<file path="config.mk">
export PLATFORM = sky130hd
export DESIGN_NAME = ubl_uart
export DESIGN_NICKNAME = d
export VERILOG_FILES = /design/src/verilog/ubl_pkg.sv /design/src/verilog/ubl_uart.sv
export SDC_FILE = /design/constraint.sdc
export NUM_CORES = 1
export LEC_CHECK = 0
export ABC_AREA = 1
export BUFFER_PORTS_ARGS = -buffer_cell sky130_fd_sc_hd__buf_2
export CAP_MARGIN = 0
export CORE_ASPECT_RATIO = 1.25
export CORE_UTILIZATION = 30
export CTS_CLUSTER_DIAMETER = 60
export DETAILED_ROUTE_END_ITERATION = 10
export SLEW_MARGIN = 20
export SYNTH_ARGS = -nofsm -noshare
export SYNTH_HDL_FRONTEND = slang
export SYNTH_SLANG_ARGS = --single-unit
</file>
<file path="constraint.sdc">
create_clock -name sys_clk_i -period 9.43 [get_ports sys_clk_i]
set_clock_uncertainty 0.05 [all_clocks]
set_input_delay 0.943 -clock sys_clk_i [delete_from_list [all_inputs] [get_ports sys_clk_i]]
set_output_delay 0.943 -clock sys_clk_i [all_outputs]
set_load 0.01 [all_outputs]
</file>
<file path="src/verilog/ubl_pkg.sv">
// Package of register offsets, field positions, reset values and timing counts for the UART channel.
package ubl_pkg;
  // ---------------------------------------------------------------
  // Register byte offsets
  // ---------------------------------------------------------------
  localparam logic [7:0] OFS_DATA      = 8'h00;
  localparam logic [7:0] OFS_IEN       = 8'h04;
  localparam logic [7:0] OFS_IDENT     = 8'h08;
  localparam logic [7:0] OFS_LCTRL     = 8'h0C;
  localparam logic [7:0] OFS_LSTAT     = 8'h14;
  localparam logic [7:0] OFS_DIV_LO    = 8'h20;
  localparam logic [7:0] OFS_DIV_HI    = 8'h24;
  // ---------------------------------------------------------------
  // Field positions
  // ---------------------------------------------------------------
  localparam int FC_ENABLE   = 0;
  localparam int FC_RX_FLUSH = 1;
  localparam int FC_TX_FLUSH = 2;
  localparam int FC_TRIG_LO  = 6;
  localparam int IE_RX_DATA  = 0;
  localparam int IE_TX_EMPTY = 1;
  localparam int IE_LINE     = 2;
  localparam int LC_PAR_EN   = 3;
  localparam int LC_PAR_EVEN = 4;
  // ---------------------------------------------------------------
  // Reset values and encodings
  // ---------------------------------------------------------------
  localparam logic [15:0] DIV_RST   = 16'h0000;
  localparam logic [3:0]  IEN_RST   = 4'h0;
  localparam logic [1:0]  LC_RST    = 2'h0;
  localparam logic [1:0]  TRIG_RST  = 2'h0;
  localparam logic [4:0]  TRIG_L0   = 5'h01;
  localparam logic [4:0]  TRIG_L1   = 5'h04;
  localparam logic [4:0]  TRIG_L2   = 5'h08;
  localparam logic [4:0]  TRIG_L3   = 5'h0E;
  localparam logic [2:0]  ID_LINE   = 3'h3;
  localparam logic [2:0]  ID_RXDATA = 3'h2;
  localparam logic [2:0]  ID_TOUT   = 3'h6;
  localparam logic [2:0]  ID_TXEMP  = 3'h1;
  localparam logic [1:0]  RESP_OKAY = 2'h0;
  localparam logic [1:0]  RESP_ERR  = 2'h2;
  // ---------------------------------------------------------------
  // Timing counts
  // ---------------------------------------------------------------
  localparam int PRESCALE    = 13;
  localparam int OVERSAMPLE  = 16;
  localparam int TOUT_CHARS  = 4;
  localparam logic [3:0] SMP_MID  = 4'h7;
  localparam logic [3:0] SMP_LAST = 4'hF;
  localparam logic [3:0] SMP_RESYNC = 4'h6;
  // ---------------------------------------------------------------
  // Receiver states
  // ---------------------------------------------------------------
  typedef enum logic [5:0] {
    RX_IDLE  = 6'b000001,
    RX_START = 6'b000010,
    RX_DATA  = 6'b000100,
    RX_PAR   = 6'b001000,
    RX_STOP  = 6'b010000,
    RX_BRK   = 6'b100000
  } ubl_rx_state_t;
endpackage

</file>
<file path="src/verilog/ubl_uart.sv">
// One UART channel: baud generator, line status, FIFO control, AXI4-Lite registers.
`timescale 1ns/1ps
module ubl_uart #(
  parameter int DEPTH = 16
) (
  // Clock and reset
  input  wire logic        sys_clk_i,
  input  wire logic        reset_i,
  // AXI4-Lite write
  input  wire logic [7:0]  s_axi_awaddr_i,
  input  wire logic        s_axi_awvalid_i,
  output wire logic        s_axi_awready_o,
  input  wire logic [31:0] s_axi_wdata_i,
  input  wire logic [3:0]  s_axi_wstrb_i,
  input  wire logic        s_axi_wvalid_i,
  output wire logic        s_axi_wready_o,
  output wire logic [1:0]  s_axi_bresp_o,
  output wire logic        s_axi_bvalid_o,
  input  wire logic        s_axi_bready_i,
  // AXI4-Lite read
  input  wire logic [7:0]  s_axi_araddr_i,
  input  wire logic        s_axi_arvalid_i,
  output wire logic        s_axi_arready_o,
  output wire logic [31:0] s_axi_rdata_o,
  output wire logic [1:0]  s_axi_rresp_o,
  output wire logic        s_axi_rvalid_o,
  input  wire logic        s_axi_rready_i,
  // Serial line
  input  wire logic        serial_in_i,
  output wire logic        serial_out_o,
  // Status outputs
  output wire logic        baud_clock_out_o,
  output wire logic        line_status_event_o,
  output wire logic        rx_data_event_o,
  output wire logic        char_timeout_o
);
  localparam int AW = $clog2(DEPTH);
  localparam logic [4:0] CAP = 5'(DEPTH);
  function automatic int TOUT_CHARS_F(input int bits);
    return ubl_pkg::TOUT_CHARS * bits * ubl_pkg::OVERSAMPLE;
  endfunction
  localparam int TOUT_10 = TOUT_CHARS_F(10);
  localparam int TOUT_11 = TOUT_CHARS_F(11);

  // ---------------------------------------------------------------
  // Register bus
  // ---------------------------------------------------------------
  logic        awv_ff, wv_ff, bv_ff, rv_ff, berr_ff, rerr_ff;
  logic [7:0]  awa_ff, wd_ff;
  logic        ws_ff;
  logic [7:0]  rd_ff;
  wire         wr_go = awv_ff & wv_ff & ~bv_ff;
  wire         rd_go = s_axi_arvalid_i & ~rv_ff;
  wire [7:0]   ra    = s_axi_araddr_i;
  wire         wr_en = wr_go & ws_ff;
  wire         w_data  = wr_en & (awa_ff == ubl_pkg::OFS_DATA);
  wire         w_ien   = wr_en & (awa_ff == ubl_pkg::OFS_IEN);
  wire         w_fc    = wr_en & (awa_ff == ubl_pkg::OFS_IDENT);
  wire         w_lc    = wr_en & (awa_ff == ubl_pkg::OFS_LCTRL);
  wire         w_dlo   = wr_en & (awa_ff == ubl_pkg::OFS_DIV_LO);
  wire         w_dhi   = wr_en & (awa_ff == ubl_pkg::OFS_DIV_HI);
  wire         wa_ok   = (awa_ff == ubl_pkg::OFS_DATA) | (awa_ff == ubl_pkg::OFS_IEN) |
                         (awa_ff == ubl_pkg::OFS_IDENT) | (awa_ff == ubl_pkg::OFS_LCTRL) |
                         (awa_ff == ubl_pkg::OFS_LSTAT) | (awa_ff == ubl_pkg::OFS_DIV_LO) |
                         (awa_ff == ubl_pkg::OFS_DIV_HI);
  wire         r_data  = rd_go & (ra == ubl_pkg::OFS_DATA);
  wire         r_lstat = rd_go & (ra == ubl_pkg::OFS_LSTAT);
  wire         ra_ok;
  wire [7:0]   rdat;

  assign s_axi_awready_o = ~awv_ff & ~bv_ff;
  assign s_axi_wready_o  = ~wv_ff & ~bv_ff;
  assign s_axi_bvalid_o  = bv_ff;
  assign s_axi_bresp_o   = berr_ff ? ubl_pkg::RESP_ERR : ubl_pkg::RESP_OKAY;
  assign s_axi_arready_o = ~rv_ff;
  assign s_axi_rvalid_o  = rv_ff;
  assign s_axi_rdata_o   = {24'h00_0000, rd_ff};
  assign s_axi_rresp_o   = rerr_ff ? ubl_pkg::RESP_ERR : ubl_pkg::RESP_OKAY;

  // ---------------------------------------------------------------
  // Control registers
  // ---------------------------------------------------------------
  logic [15:0] div_ff;
  logic [3:0]  ien_ff;
  logic [1:0]  lc_ff, trig_ff;
  logic        fen_ff;
  wire         fc_on    = wd_ff[ubl_pkg::FC_ENABLE];
  wire         fc_chg   = w_fc & (fc_on != fen_ff);
  wire         rx_flush = fc_chg | (w_fc & fc_on & wd_ff[ubl_pkg::FC_RX_FLUSH]);
  wire         tx_flush = fc_chg | (w_fc & fc_on & wd_ff[ubl_pkg::FC_TX_FLUSH]);
  wire [15:0]  nxt_div  = w_dlo ? {div_ff[15:8], wd_ff} :
                          w_dhi ? {wd_ff, div_ff[7:0]} : div_ff;
  wire         par_en   = lc_ff[0];
  wire         par_even = lc_ff[1];
  wire [4:0]   cap      = fen_ff ? CAP : 5'h01;

  always_ff @(posedge sys_clk_i) begin
    if (reset_i) begin
      awv_ff <= 1'b0;
      wv_ff  <= 1'b0;
      bv_ff  <= 1'b0;
      berr_ff <= 1'b0;
      awa_ff <= 8'h00;
      wd_ff  <= 8'h00;
      ws_ff  <= 1'b0;
      rv_ff  <= 1'b0;
      rerr_ff <= 1'b0;
      rd_ff  <= 8'h00;
      div_ff <= ubl_pkg::DIV_RST;
      ien_ff <= ubl_pkg::IEN_RST;
      lc_ff  <= ubl_pkg::LC_RST;
      trig_ff <= ubl_pkg::TRIG_RST;
      fen_ff <= 1'b0;
    end else begin
      if (s_axi_awvalid_i & s_axi_awready_o) begin
        awv_ff <= 1'b1;
        awa_ff <= s_axi_awaddr_i;
      end else if (wr_go) begin
        awv_ff <= 1'b0;
      end
      if (s_axi_wvalid_i & s_axi_wready_o) begin
        wv_ff <= 1'b1;
        wd_ff <= s_axi_wdata_i[7:0];
        ws_ff <= s_axi_wstrb_i[0];
      end else if (wr_go) begin
        wv_ff <= 1'b0;
      end
      if (wr_go) begin
        bv_ff   <= 1'b1;
        berr_ff <= ~wa_ok | (awa_ff == ubl_pkg::OFS_LSTAT);
      end else if (s_axi_bready_i) begin
        bv_ff <= 1'b0;
      end
      if (rd_go) begin
        rv_ff   <= 1'b1;
        rd_ff   <= rdat;
        rerr_ff <= ~ra_ok;
      end else if (s_axi_rready_i) begin
        rv_ff <= 1'b0;
      end
      div_ff <= nxt_div;
      if (w_ien) ien_ff <= wd_ff[3:0];
      if (w_lc) lc_ff <= {wd_ff[ubl_pkg::LC_PAR_EVEN], wd_ff[ubl_pkg::LC_PAR_EN]};
      if (w_fc) fen_ff <= fc_on;
      if (w_fc & fc_on) trig_ff <= wd_ff[ubl_pkg::FC_TRIG_LO +: 2];
    end
  end

  // ---------------------------------------------------------------
  // Baud generator
  // ---------------------------------------------------------------
  logic [3:0]  pre_ff;
  logic [15:0] bcnt_ff;
  logic        tick_ff;
  wire         pre_tick = (pre_ff == 4'(ubl_pkg::PRESCALE - 1));
  wire         b_term   = pre_tick & (bcnt_ff <= 16'h0001);
  wire         tick     = tick_ff;
  assign baud_clock_out_o = tick_ff;

  always_ff @(posedge sys_clk_i) begin
    if (reset_i) begin
      pre_ff  <= 4'h0;
      bcnt_ff <= ubl_pkg::DIV_RST;
      tick_ff <= 1'b0;
    end else begin
      pre_ff  <= pre_tick ? 4'h0 : pre_ff + 4'h1;
      tick_ff <= b_term;
      if (w_dlo | w_dhi) bcnt_ff <= nxt_div;
      else if (b_term) bcnt_ff <= div_ff;
      else if (pre_tick) bcnt_ff <= bcnt_ff - 16'h0001;
    end
  end

  // ---------------------------------------------------------------
  // Receiver
  // ---------------------------------------------------------------
  logic rx_s1_ff, rx_s2_ff;
  ubl_pkg::ubl_rx_state_t st_ff;
  logic [3:0]  smp_ff;
  logic [2:0]  bit_ff;
  logic [7:0]  sh_ff;
  logic        par_ff, zero_ff, perr_ff, push_ff;
  logic [10:0] ent_ff;
  wire         rx = rx_s2_ff;
  wire         at_mid  = (smp_ff == ubl_pkg::SMP_MID);
  wire         at_last = (smp_ff == ubl_pkg::SMP_LAST);

  always_ff @(posedge sys_clk_i) begin
    if (reset_i) begin
      rx_s1_ff <= 1'b1;
      rx_s2_ff <= 1'b1;
      st_ff    <= ubl_pkg::RX_IDLE;
      smp_ff   <= 4'h0;
      bit_ff   <= 3'h0;
      sh_ff    <= 8'h00;
      par_ff   <= 1'b0;
      zero_ff  <= 1'b0;
      perr_ff  <= 1'b0;
      push_ff  <= 1'b0;
      ent_ff   <= 11'h000;
    end else begin
      rx_s1_ff <= serial_in_i;
      rx_s2_ff <= rx_s1_ff;
      push_ff  <= 1'b0;
      if (tick) begin
        smp_ff <= smp_ff + 4'h1;
        case (st_ff)
          ubl_pkg::RX_IDLE: begin
            smp_ff <= 4'h0;
            if (~rx) st_ff <= ubl_pkg::RX_START;
          end
          ubl_pkg::RX_START: begin
            if (at_mid) begin
              smp_ff  <= 4'h0;
              bit_ff  <= 3'h0;
              par_ff  <= 1'b0;
              zero_ff <= 1'b1;
              perr_ff <= 1'b0;
              st_ff   <= rx ? ubl_pkg::RX_IDLE : ubl_pkg::RX_DATA;
            end
          end
          ubl_pkg::RX_DATA: begin
            if (at_last) begin
              sh_ff   <= {rx, sh_ff[7:1]};
              par_ff  <= par_ff ^ rx;
              zero_ff <= zero_ff & ~rx;
              bit_ff  <= bit_ff + 3'h1;
              if (bit_ff == 3'h7) st_ff <= par_en ? ubl_pkg::RX_PAR : ubl_pkg::RX_STOP;
            end
          end
          ubl_pkg::RX_PAR: begin
            if (at_last) begin
              perr_ff <= par_ff ^ rx ^ ~par_even;
              zero_ff <= zero_ff & ~rx;
              st_ff   <= ubl_pkg::RX_STOP;
            end
          end
          ubl_pkg::RX_STOP: begin
            if (at_last) begin
              push_ff <= 1'b1;
              ent_ff  <= {zero_ff & ~rx, ~rx, perr_ff, sh_ff};
              if (zero_ff & ~rx) begin
                st_ff  <= ubl_pkg::RX_BRK;
                smp_ff <= 4'h0;
              end else if (~rx) begin
                st_ff  <= ubl_pkg::RX_START;
                smp_ff <= ubl_pkg::SMP_RESYNC;
              end else begin
                st_ff  <= ubl_pkg::RX_IDLE;
              end
            end
          end
          ubl_pkg::RX_BRK: begin
            if (~rx) smp_ff <= 4'h0;
            else if (at_mid) st_ff <= ubl_pkg::RX_IDLE;
          end
          default: st_ff <= ubl_pkg::RX_IDLE;
        endcase
      end
    end
  end

  // ---------------------------------------------------------------
  // Receive FIFO and line status
  // ---------------------------------------------------------------
  logic [10:0]   rxm [DEPTH];
  logic [AW-1:0] rwp_ff, rrp_ff;
  logic [4:0]    rcnt_ff;
  logic          oe_ff, pf_ff, fr_ff, bk_ff, hnew_ff;
  logic [9:0]    to_ff;
  logic [DEPTH-1:0] err_v;
  wire           pop    = r_data & (rcnt_ff != 5'h00);
  wire           full   = (rcnt_ff >= cap) & ~pop;
  wire           wr_new = push_ff & ~full;
  wire           ovw    = push_ff & full & ~fen_ff;
  wire           ovr    = push_ff & full;
  wire [10:0]    head   = rxm[rrp_ff];
  wire           rdy    = (rcnt_ff != 5'h00);
  wire           fifo_err = fen_ff & (|err_v);

  genvar gi;
  generate
    for (gi = 0; gi < DEPTH; gi++) begin : g_err
      wire [AW-1:0] rel = AW'(gi) - rrp_ff;
      assign err_v[gi] = ({1'b0, rel} < rcnt_ff) & (|rxm[gi][10:8]);
    end
  endgenerate

  wire [9:0] to_lim = par_en ? 10'(TOUT_11) : 10'(TOUT_10);
  wire [4:0] trig_n = (trig_ff == 2'h0) ? ubl_pkg::TRIG_L0 :
                      (trig_ff == 2'h1) ? ubl_pkg::TRIG_L1 :
                      (trig_ff == 2'h2) ? ubl_pkg::TRIG_L2 : ubl_pkg::TRIG_L3;
  wire       tout   = fen_ff & rdy & (to_ff >= to_lim);

  always_ff @(posedge sys_clk_i) begin
    if (reset_i) begin
      rwp_ff  <= '0;
      rrp_ff  <= '0;
      rcnt_ff <= 5'h00;
      oe_ff   <= 1'b0;
      pf_ff   <= 1'b0;
      fr_ff   <= 1'b0;
      bk_ff   <= 1'b0;
      hnew_ff <= 1'b0;
      to_ff   <= 10'h000;
    end else begin
      if (wr_new) rxm[rwp_ff] <= ent_ff;
      else if (ovw) rxm[rrp_ff] <= ent_ff;
      hnew_ff <= (wr_new & (rcnt_ff == 5'h00)) | (pop & (rcnt_ff > 5'h01)) | ovw;
      if (rx_flush) begin
        rwp_ff  <= '0;
        rrp_ff  <= '0;
        rcnt_ff <= 5'h00;
      end else begin
        if (wr_new) rwp_ff <= rwp_ff + AW'(1);
        if (pop) rrp_ff <= rrp_ff + AW'(1);
        rcnt_ff <= rcnt_ff + {4'h0, wr_new} - {4'h0, pop};
      end
      // Hardware set wins over the read-clear of the same cycle.
      if (ovr) oe_ff <= 1'b1;
      else if (r_lstat) oe_ff <= 1'b0;
      if (hnew_ff & head[8]) pf_ff <= 1'b1;
      else if (r_lstat) pf_ff <= 1'b0;
      if (hnew_ff & head[9]) fr_ff <= 1'b1;
      else if (r_lstat) fr_ff <= 1'b0;
      if (hnew_ff & head[10]) bk_ff <= 1'b1;
      else if (r_lstat) bk_ff <= 1'b0;
      if (wr_new | pop | ~rdy | ~fen_ff) to_ff <= 10'h000;
      else if (tick & ~tout) to_ff <= to_ff + 10'h001;
    end
  end

  // ---------------------------------------------------------------
  // Transmitter
  // ---------------------------------------------------------------
  logic [7:0]    txm [DEPTH];
  logic [AW-1:0] twp_ff, trp_ff;
  logic [4:0]    tcnt_ff;
  logic          busy_ff, txd_ff;
  logic [10:0]   tsh_ff;
  logic [3:0]    tsmp_ff, tbit_ff;
  wire           t_push = w_data & (tcnt_ff < cap);
  wire           t_load = tick & ~busy_ff & (tcnt_ff != 5'h00);
  wire [7:0]     t_head = txm[trp_ff];
  wire           t_par  = par_even ? (^t_head) : ~(^t_head);
  wire           hld_emp = (tcnt_ff == 5'h00);
  wire           all_emp = hld_emp & ~busy_ff;
  assign serial_out_o = txd_ff;

  always_ff @(posedge sys_clk_i) begin
    if (reset_i) begin
      twp_ff  <= '0;
      trp_ff  <= '0;
      tcnt_ff <= 5'h00;
      busy_ff <= 1'b0;
      txd_ff  <= 1'b1;
      tsh_ff  <= 11'h7FF;
      tsmp_ff <= 4'h0;
      tbit_ff <= 4'h0;
    end else begin
      if (t_push) txm[twp_ff] <= wd_ff;
      if (tx_flush) begin
        twp_ff  <= '0;
        trp_ff  <= '0;
        tcnt_ff <= 5'h00;
      end else begin
        if (t_push) twp_ff <= twp_ff + AW'(1);
        if (t_load) trp_ff <= trp_ff + AW'(1);
        tcnt_ff <= tcnt_ff + {4'h0, t_push} - {4'h0, t_load};
      end
      if (t_load & ~tx_flush) begin
        busy_ff <= 1'b1;
        tsh_ff  <= {1'b1, par_en ? t_par : 1'b1, t_head, 1'b0};
        tsmp_ff <= 4'h0;
        tbit_ff <= par_en ? 4'hB : 4'hA;
      end else if (tick & busy_ff) begin
        txd_ff  <= tsh_ff[0];
        tsmp_ff <= tsmp_ff + 4'h1;
        if (tsmp_ff == ubl_pkg::SMP_LAST) begin
          tsh_ff  <= {1'b1, tsh_ff[10:1]};
          tbit_ff <= tbit_ff - 4'h1;
          if (tbit_ff == 4'h1) busy_ff <= 1'b0;
        end
      end else if (~busy_ff) begin
        txd_ff <= 1'b1;
      end
    end
  end

  // ---------------------------------------------------------------
  // Status views and read mux
  // ---------------------------------------------------------------
  wire [7:0] lstat   = {fifo_err, all_emp, hld_emp, bk_ff, fr_ff, pf_ff, oe_ff, rdy};
  wire       ls_ev   = ien_ff[ubl_pkg::IE_LINE] & (oe_ff | pf_ff | fr_ff | bk_ff);
  wire       rd_lvl  = fen_ff ? (rcnt_ff >= trig_n) : rdy;
  wire       rd_ev   = ien_ff[ubl_pkg::IE_RX_DATA] & (rd_lvl | tout);
  wire       te_ev   = ien_ff[ubl_pkg::IE_TX_EMPTY] & hld_emp;
  wire [2:0] id      = ls_ev ? ubl_pkg::ID_LINE :
                       (ien_ff[ubl_pkg::IE_RX_DATA] & rd_lvl) ? ubl_pkg::ID_RXDATA :
                       rd_ev ? ubl_pkg::ID_TOUT :
                       te_ev ? ubl_pkg::ID_TXEMP : 3'h0;
  wire [7:0] ident   = {fen_ff, fen_ff, 2'h0, id, ~(ls_ev | rd_ev | te_ev)};
  assign ra_ok       = (ra == ubl_pkg::OFS_DATA) | (ra == ubl_pkg::OFS_IEN) |
                       (ra == ubl_pkg::OFS_IDENT) | (ra == ubl_pkg::OFS_LCTRL) |
                       (ra == ubl_pkg::OFS_LSTAT) | (ra == ubl_pkg::OFS_DIV_LO) |
                       (ra == ubl_pkg::OFS_DIV_HI);
  // Reading the data register of an empty receiver returns the stale head.
  assign rdat        = (ra == ubl_pkg::OFS_DATA)   ? head[7:0] :
                       (ra == ubl_pkg::OFS_IEN)    ? {4'h0, ien_ff} :
                       (ra == ubl_pkg::OFS_IDENT)  ? ident :
                       (ra == ubl_pkg::OFS_LCTRL)  ? {3'h0, par_even, par_en, 3'h0} :
                       (ra == ubl_pkg::OFS_LSTAT)  ? lstat :
                       (ra == ubl_pkg::OFS_DIV_LO) ? div_ff[7:0] :
                       (ra == ubl_pkg::OFS_DIV_HI) ? div_ff[15:8] : 8'h00;

  assign line_status_event_o = ls_ev;
  assign rx_data_event_o     = rd_ev;
  assign char_timeout_o      = tout;
endmodule
</file>
==> impl_metrics.toml <==
[status]
status = "finished, final reports clean"

[setup_path]
reg2reg_slack_ns = 5.27
crit_path_cell_trace = "clkinv_2, nand2_1, nor2_2, nand2_1, nand2_1, inv_1, nand3_1, inv_1, nor2_1, inv_1, buf_2"
critPathMaxStageDelay_ns = 0.76
cp_top_family = "buffers and inverters"
path_buf_inv = 5
crit_end = "rx_data_event_o"
r2r-end = "rcnt_ff[4]$_SDFF_PP0_"
cp-startpoint = "rcnt_ff[4]$_SDFF_PP0_"
path_max_fanout = 25
r2r_cells = 16
worstSetupEndpointType = "output pin"
start_kind = "register"
worstSetupPathType = "register to output pin"
critical_path.slowest_cell = "dfxtp_1"
path_depth = 11
reg2reg_from = "rcnt_ff[4]$_SDFF_PP0_"
cp_data_arrival_time_ns = 3.19
cp_data_required_time_ns = 8.44

[power_and_ir_drop]
power_density_mw_per_mm2 = 172
ir_drop_v = 0.000170
p_leak_nw = 10.3

[timing]
finalCriticalPeriod_ns = 4.18
setup_viol = 0
tightest_slew_ns = 1.07
finalMaxSlewViolations = 0
timing.final.crit_share = 0.443
rsz0062_at_grt = "no"
hold_ws_ns = 0.356
hold_viol = 0
max_clock_freq_mhz = 239
relSlewSlack = 0.286
setup_tns_ns = 0

[yosys]
post_synth.cell_area_avg_sq_um = 8.99
synthArstFlopShare = 0
ys_warn_count = 0
yosysUniqueCellTypes = 54
synth_edf_count = 304
netlist_area_sq_mm = 0.0231
synth_seq_area_share = 0.554
netlist_instances = 2573
ys.flop_type = "edfxtp_1"
ys_seq_elements = 488

[cells_and_area]
syn2layout_area_growth_pct = 12.4
final_core_util = 0.341
nets = 2745
drive_gt1_frac = 0.0782
nFillCells = 7741
n_antenna_cell = 0

[clock_tree]
clk_pin_slew_ns = 0.06
htreeDepth = 2
ctsHoldBuffers = 0
clock_latency_ns = 0.61
postCtsSetupBuffers = 0
cts_sinks = 488
cts_tree = "done"
cts_resized = 0
clockBufferDepth = 3
cts_buffers = 52
root_buffer = "clkbuf_16"

[global_routing]
grt_usage = 0.148
antenna_found_initial = 2
grt_max_degree = 104
grt-ovfl-total = 0
grt_pass1_vias = 16755
grt_pass1_wl_um = 91500

[floorplan]
dieHeight_um = 312
ios = 106
start_util = 0.303
core_sq_mm = 0.0762
rows = 113
die_w_um = 250
dieArea_sq_mm = 0.0782

[job]
maxCapViolations = 0

[drt]
wirelength_um = 58200
dr.pass1.iters = 5
wl_per_cell_um = 16.1
dr.first_iter.drc_count = 1011
avgViaCountPerCell = 4.80
vias = 17407
drc_errors = 0
ant_nets = 0

[min_path]
hold_class = "register to register"

[placement]
port_buffers = 52
place_hpwl_um = 38900
gp_congestion = 0.873
[layer usage]
| metal | wire, um | vias up | track usage |
|---|---|---|---|
| met5 | 8 | - | 0 |
| met4 | 1860 | 2 | 0.0552 |
| met3 | 2740 | 122 | 0.0212 |
| met2 | 28000 | 389 | 0.255 |
| met1 | 25600 | 8177 | 0.187 |
| li1 | - | 8717 | - |
[kinds of logic after synthesis]
kind of cell | after synthesis | synth area share
flops | 488 | 0.554
fa+ha+maj | 82 | 0.0450
compound gates | 479 | 0.118
xor+xnor | 25 | 0.00947
simple gates | 1063 | 0.195
buf+inv | 434 | 0.0787
other cells | 1 | 0.000162
mux | 1 | 0.000487
[metrics by stage]
step | worst slack, ns | cells | area [sq um] | total power [mW]
floorplan | 6.04 | 2598 | 23200 | 2.39
global placement | 5.11 | 3526 | 24200 | 2.43
detailed placement | 5.07 | 3526 | 24200 | 2.43
CTS | 5.23 | 3623 | 26000 | 4.52
global route | 4.94 | 3623 | 26000 | 4.61
finish | 5.25 | 3623 | 26000 | 4.48
[cells in the final DEF, fill, tap and decap left out, drive strengths merged, types with 7 or more instances in the layout]
cell type	Yosys	final
xnor2	9	9
o2111ai	9	9
buf	66	75
a31oi	9	9
xor2	16	16
clkbuf	58	62
nor3	40	40
inv	306	309
nand4	40	40
o21ai	222	222
a21oi	128	128
edfxtp	304	304
o211ai	15	15
o22ai	35	35
o221ai	19	19
nand2	479	479
a211oi	18	18
o21bai	7	7
or2	12	12
ha	80	80
clkinv	4	25
dfxtp	184	184
nand3	149	149
conb	1	26
nor4	8	8
nor2	322	322
[synthesized netlist by cell type, drive strengths merged, types with 12 or more instances]
library cell,instances,area (sq um)
nor2,322,1240
o22ai,35,219
nand4,40,265
o21ai,222,1120
o221ai,19,166
a21oi,128,641
dfxtp,184,3680
or2,12,75.1
edfxtp,304,9130
inv,306,1150
a211oi,18,140
o211ai,15,113
clkbuf,58,218
buf,66,437
ha,80,1000
xor2,16,140
nand2,479,1810
nor3,40,226
nand3,149,746
[power by group]
part	switching [mW]	internal, mW	total, mW	leakage [nW]
sequential	0.0258	2.27	2.30	4.29
combinational	0.0684	0.0239	0.0924	5.17
clock	0.886	1.21	2.09	0.838
total	0.980	3.50	4.48	10.3
[registers in the layout (all words and copies together), names as in the netlist, 4 cells and up, named ones only]
signal,cells
rxm,176
txm,128
bcnt_ff,16
div_ff,16
ent_ff,11
to_ff,10
tsh_ff,10
awa_ff,8
rd_ff,8
sh_ff,8
wd_ff,8
st_ff,6
rcnt_ff,5
tcnt_ff,5
ien_ff,4
pre_ff,4
rrp_ff,4
rwp_ff,4
smp_ff,4
tbit_ff,4
trp_ff,4
tsmp_ff,4
twp_ff,4
[worst min path at each step]
stage	startpoint	end	slack, ns	cells past startpoint
global placement	rx_s1_ff$_SDFF_PP1_	rx$_SDFF_PP1_	0.35	1
finish	rx_s1_ff$_SDFF_PP1_	rx$_SDFF_PP1_	0.36	1
CTS	rx_s1_ff$_SDFF_PP1_	rx$_SDFF_PP1_	0.36	1
global route	rx_s1_ff$_SDFF_PP1_	rx$_SDFF_PP1_	0.36	1
detailed placement	rx_s1_ff$_SDFF_PP1_	rx$_SDFF_PP1_	0.35	1
floorplan	rx_s1_ff$_SDFF_PP1_	rx$_SDFF_PP1_	0.34	1
[area by class of cell]
cell class	instances	area [sq um]	share of cell area
clock buffers	62	1360	0.0523
multi-input cells	1676	8600	0.331
inverters	310	1160	0.0448
clock inverters	35	389	0.0150
well taps	977	1220	0.0470
flip-flops and latches	488	12800	0.493
repair buffers	75	433	0.0167
(Power assumes the default switching activity.)
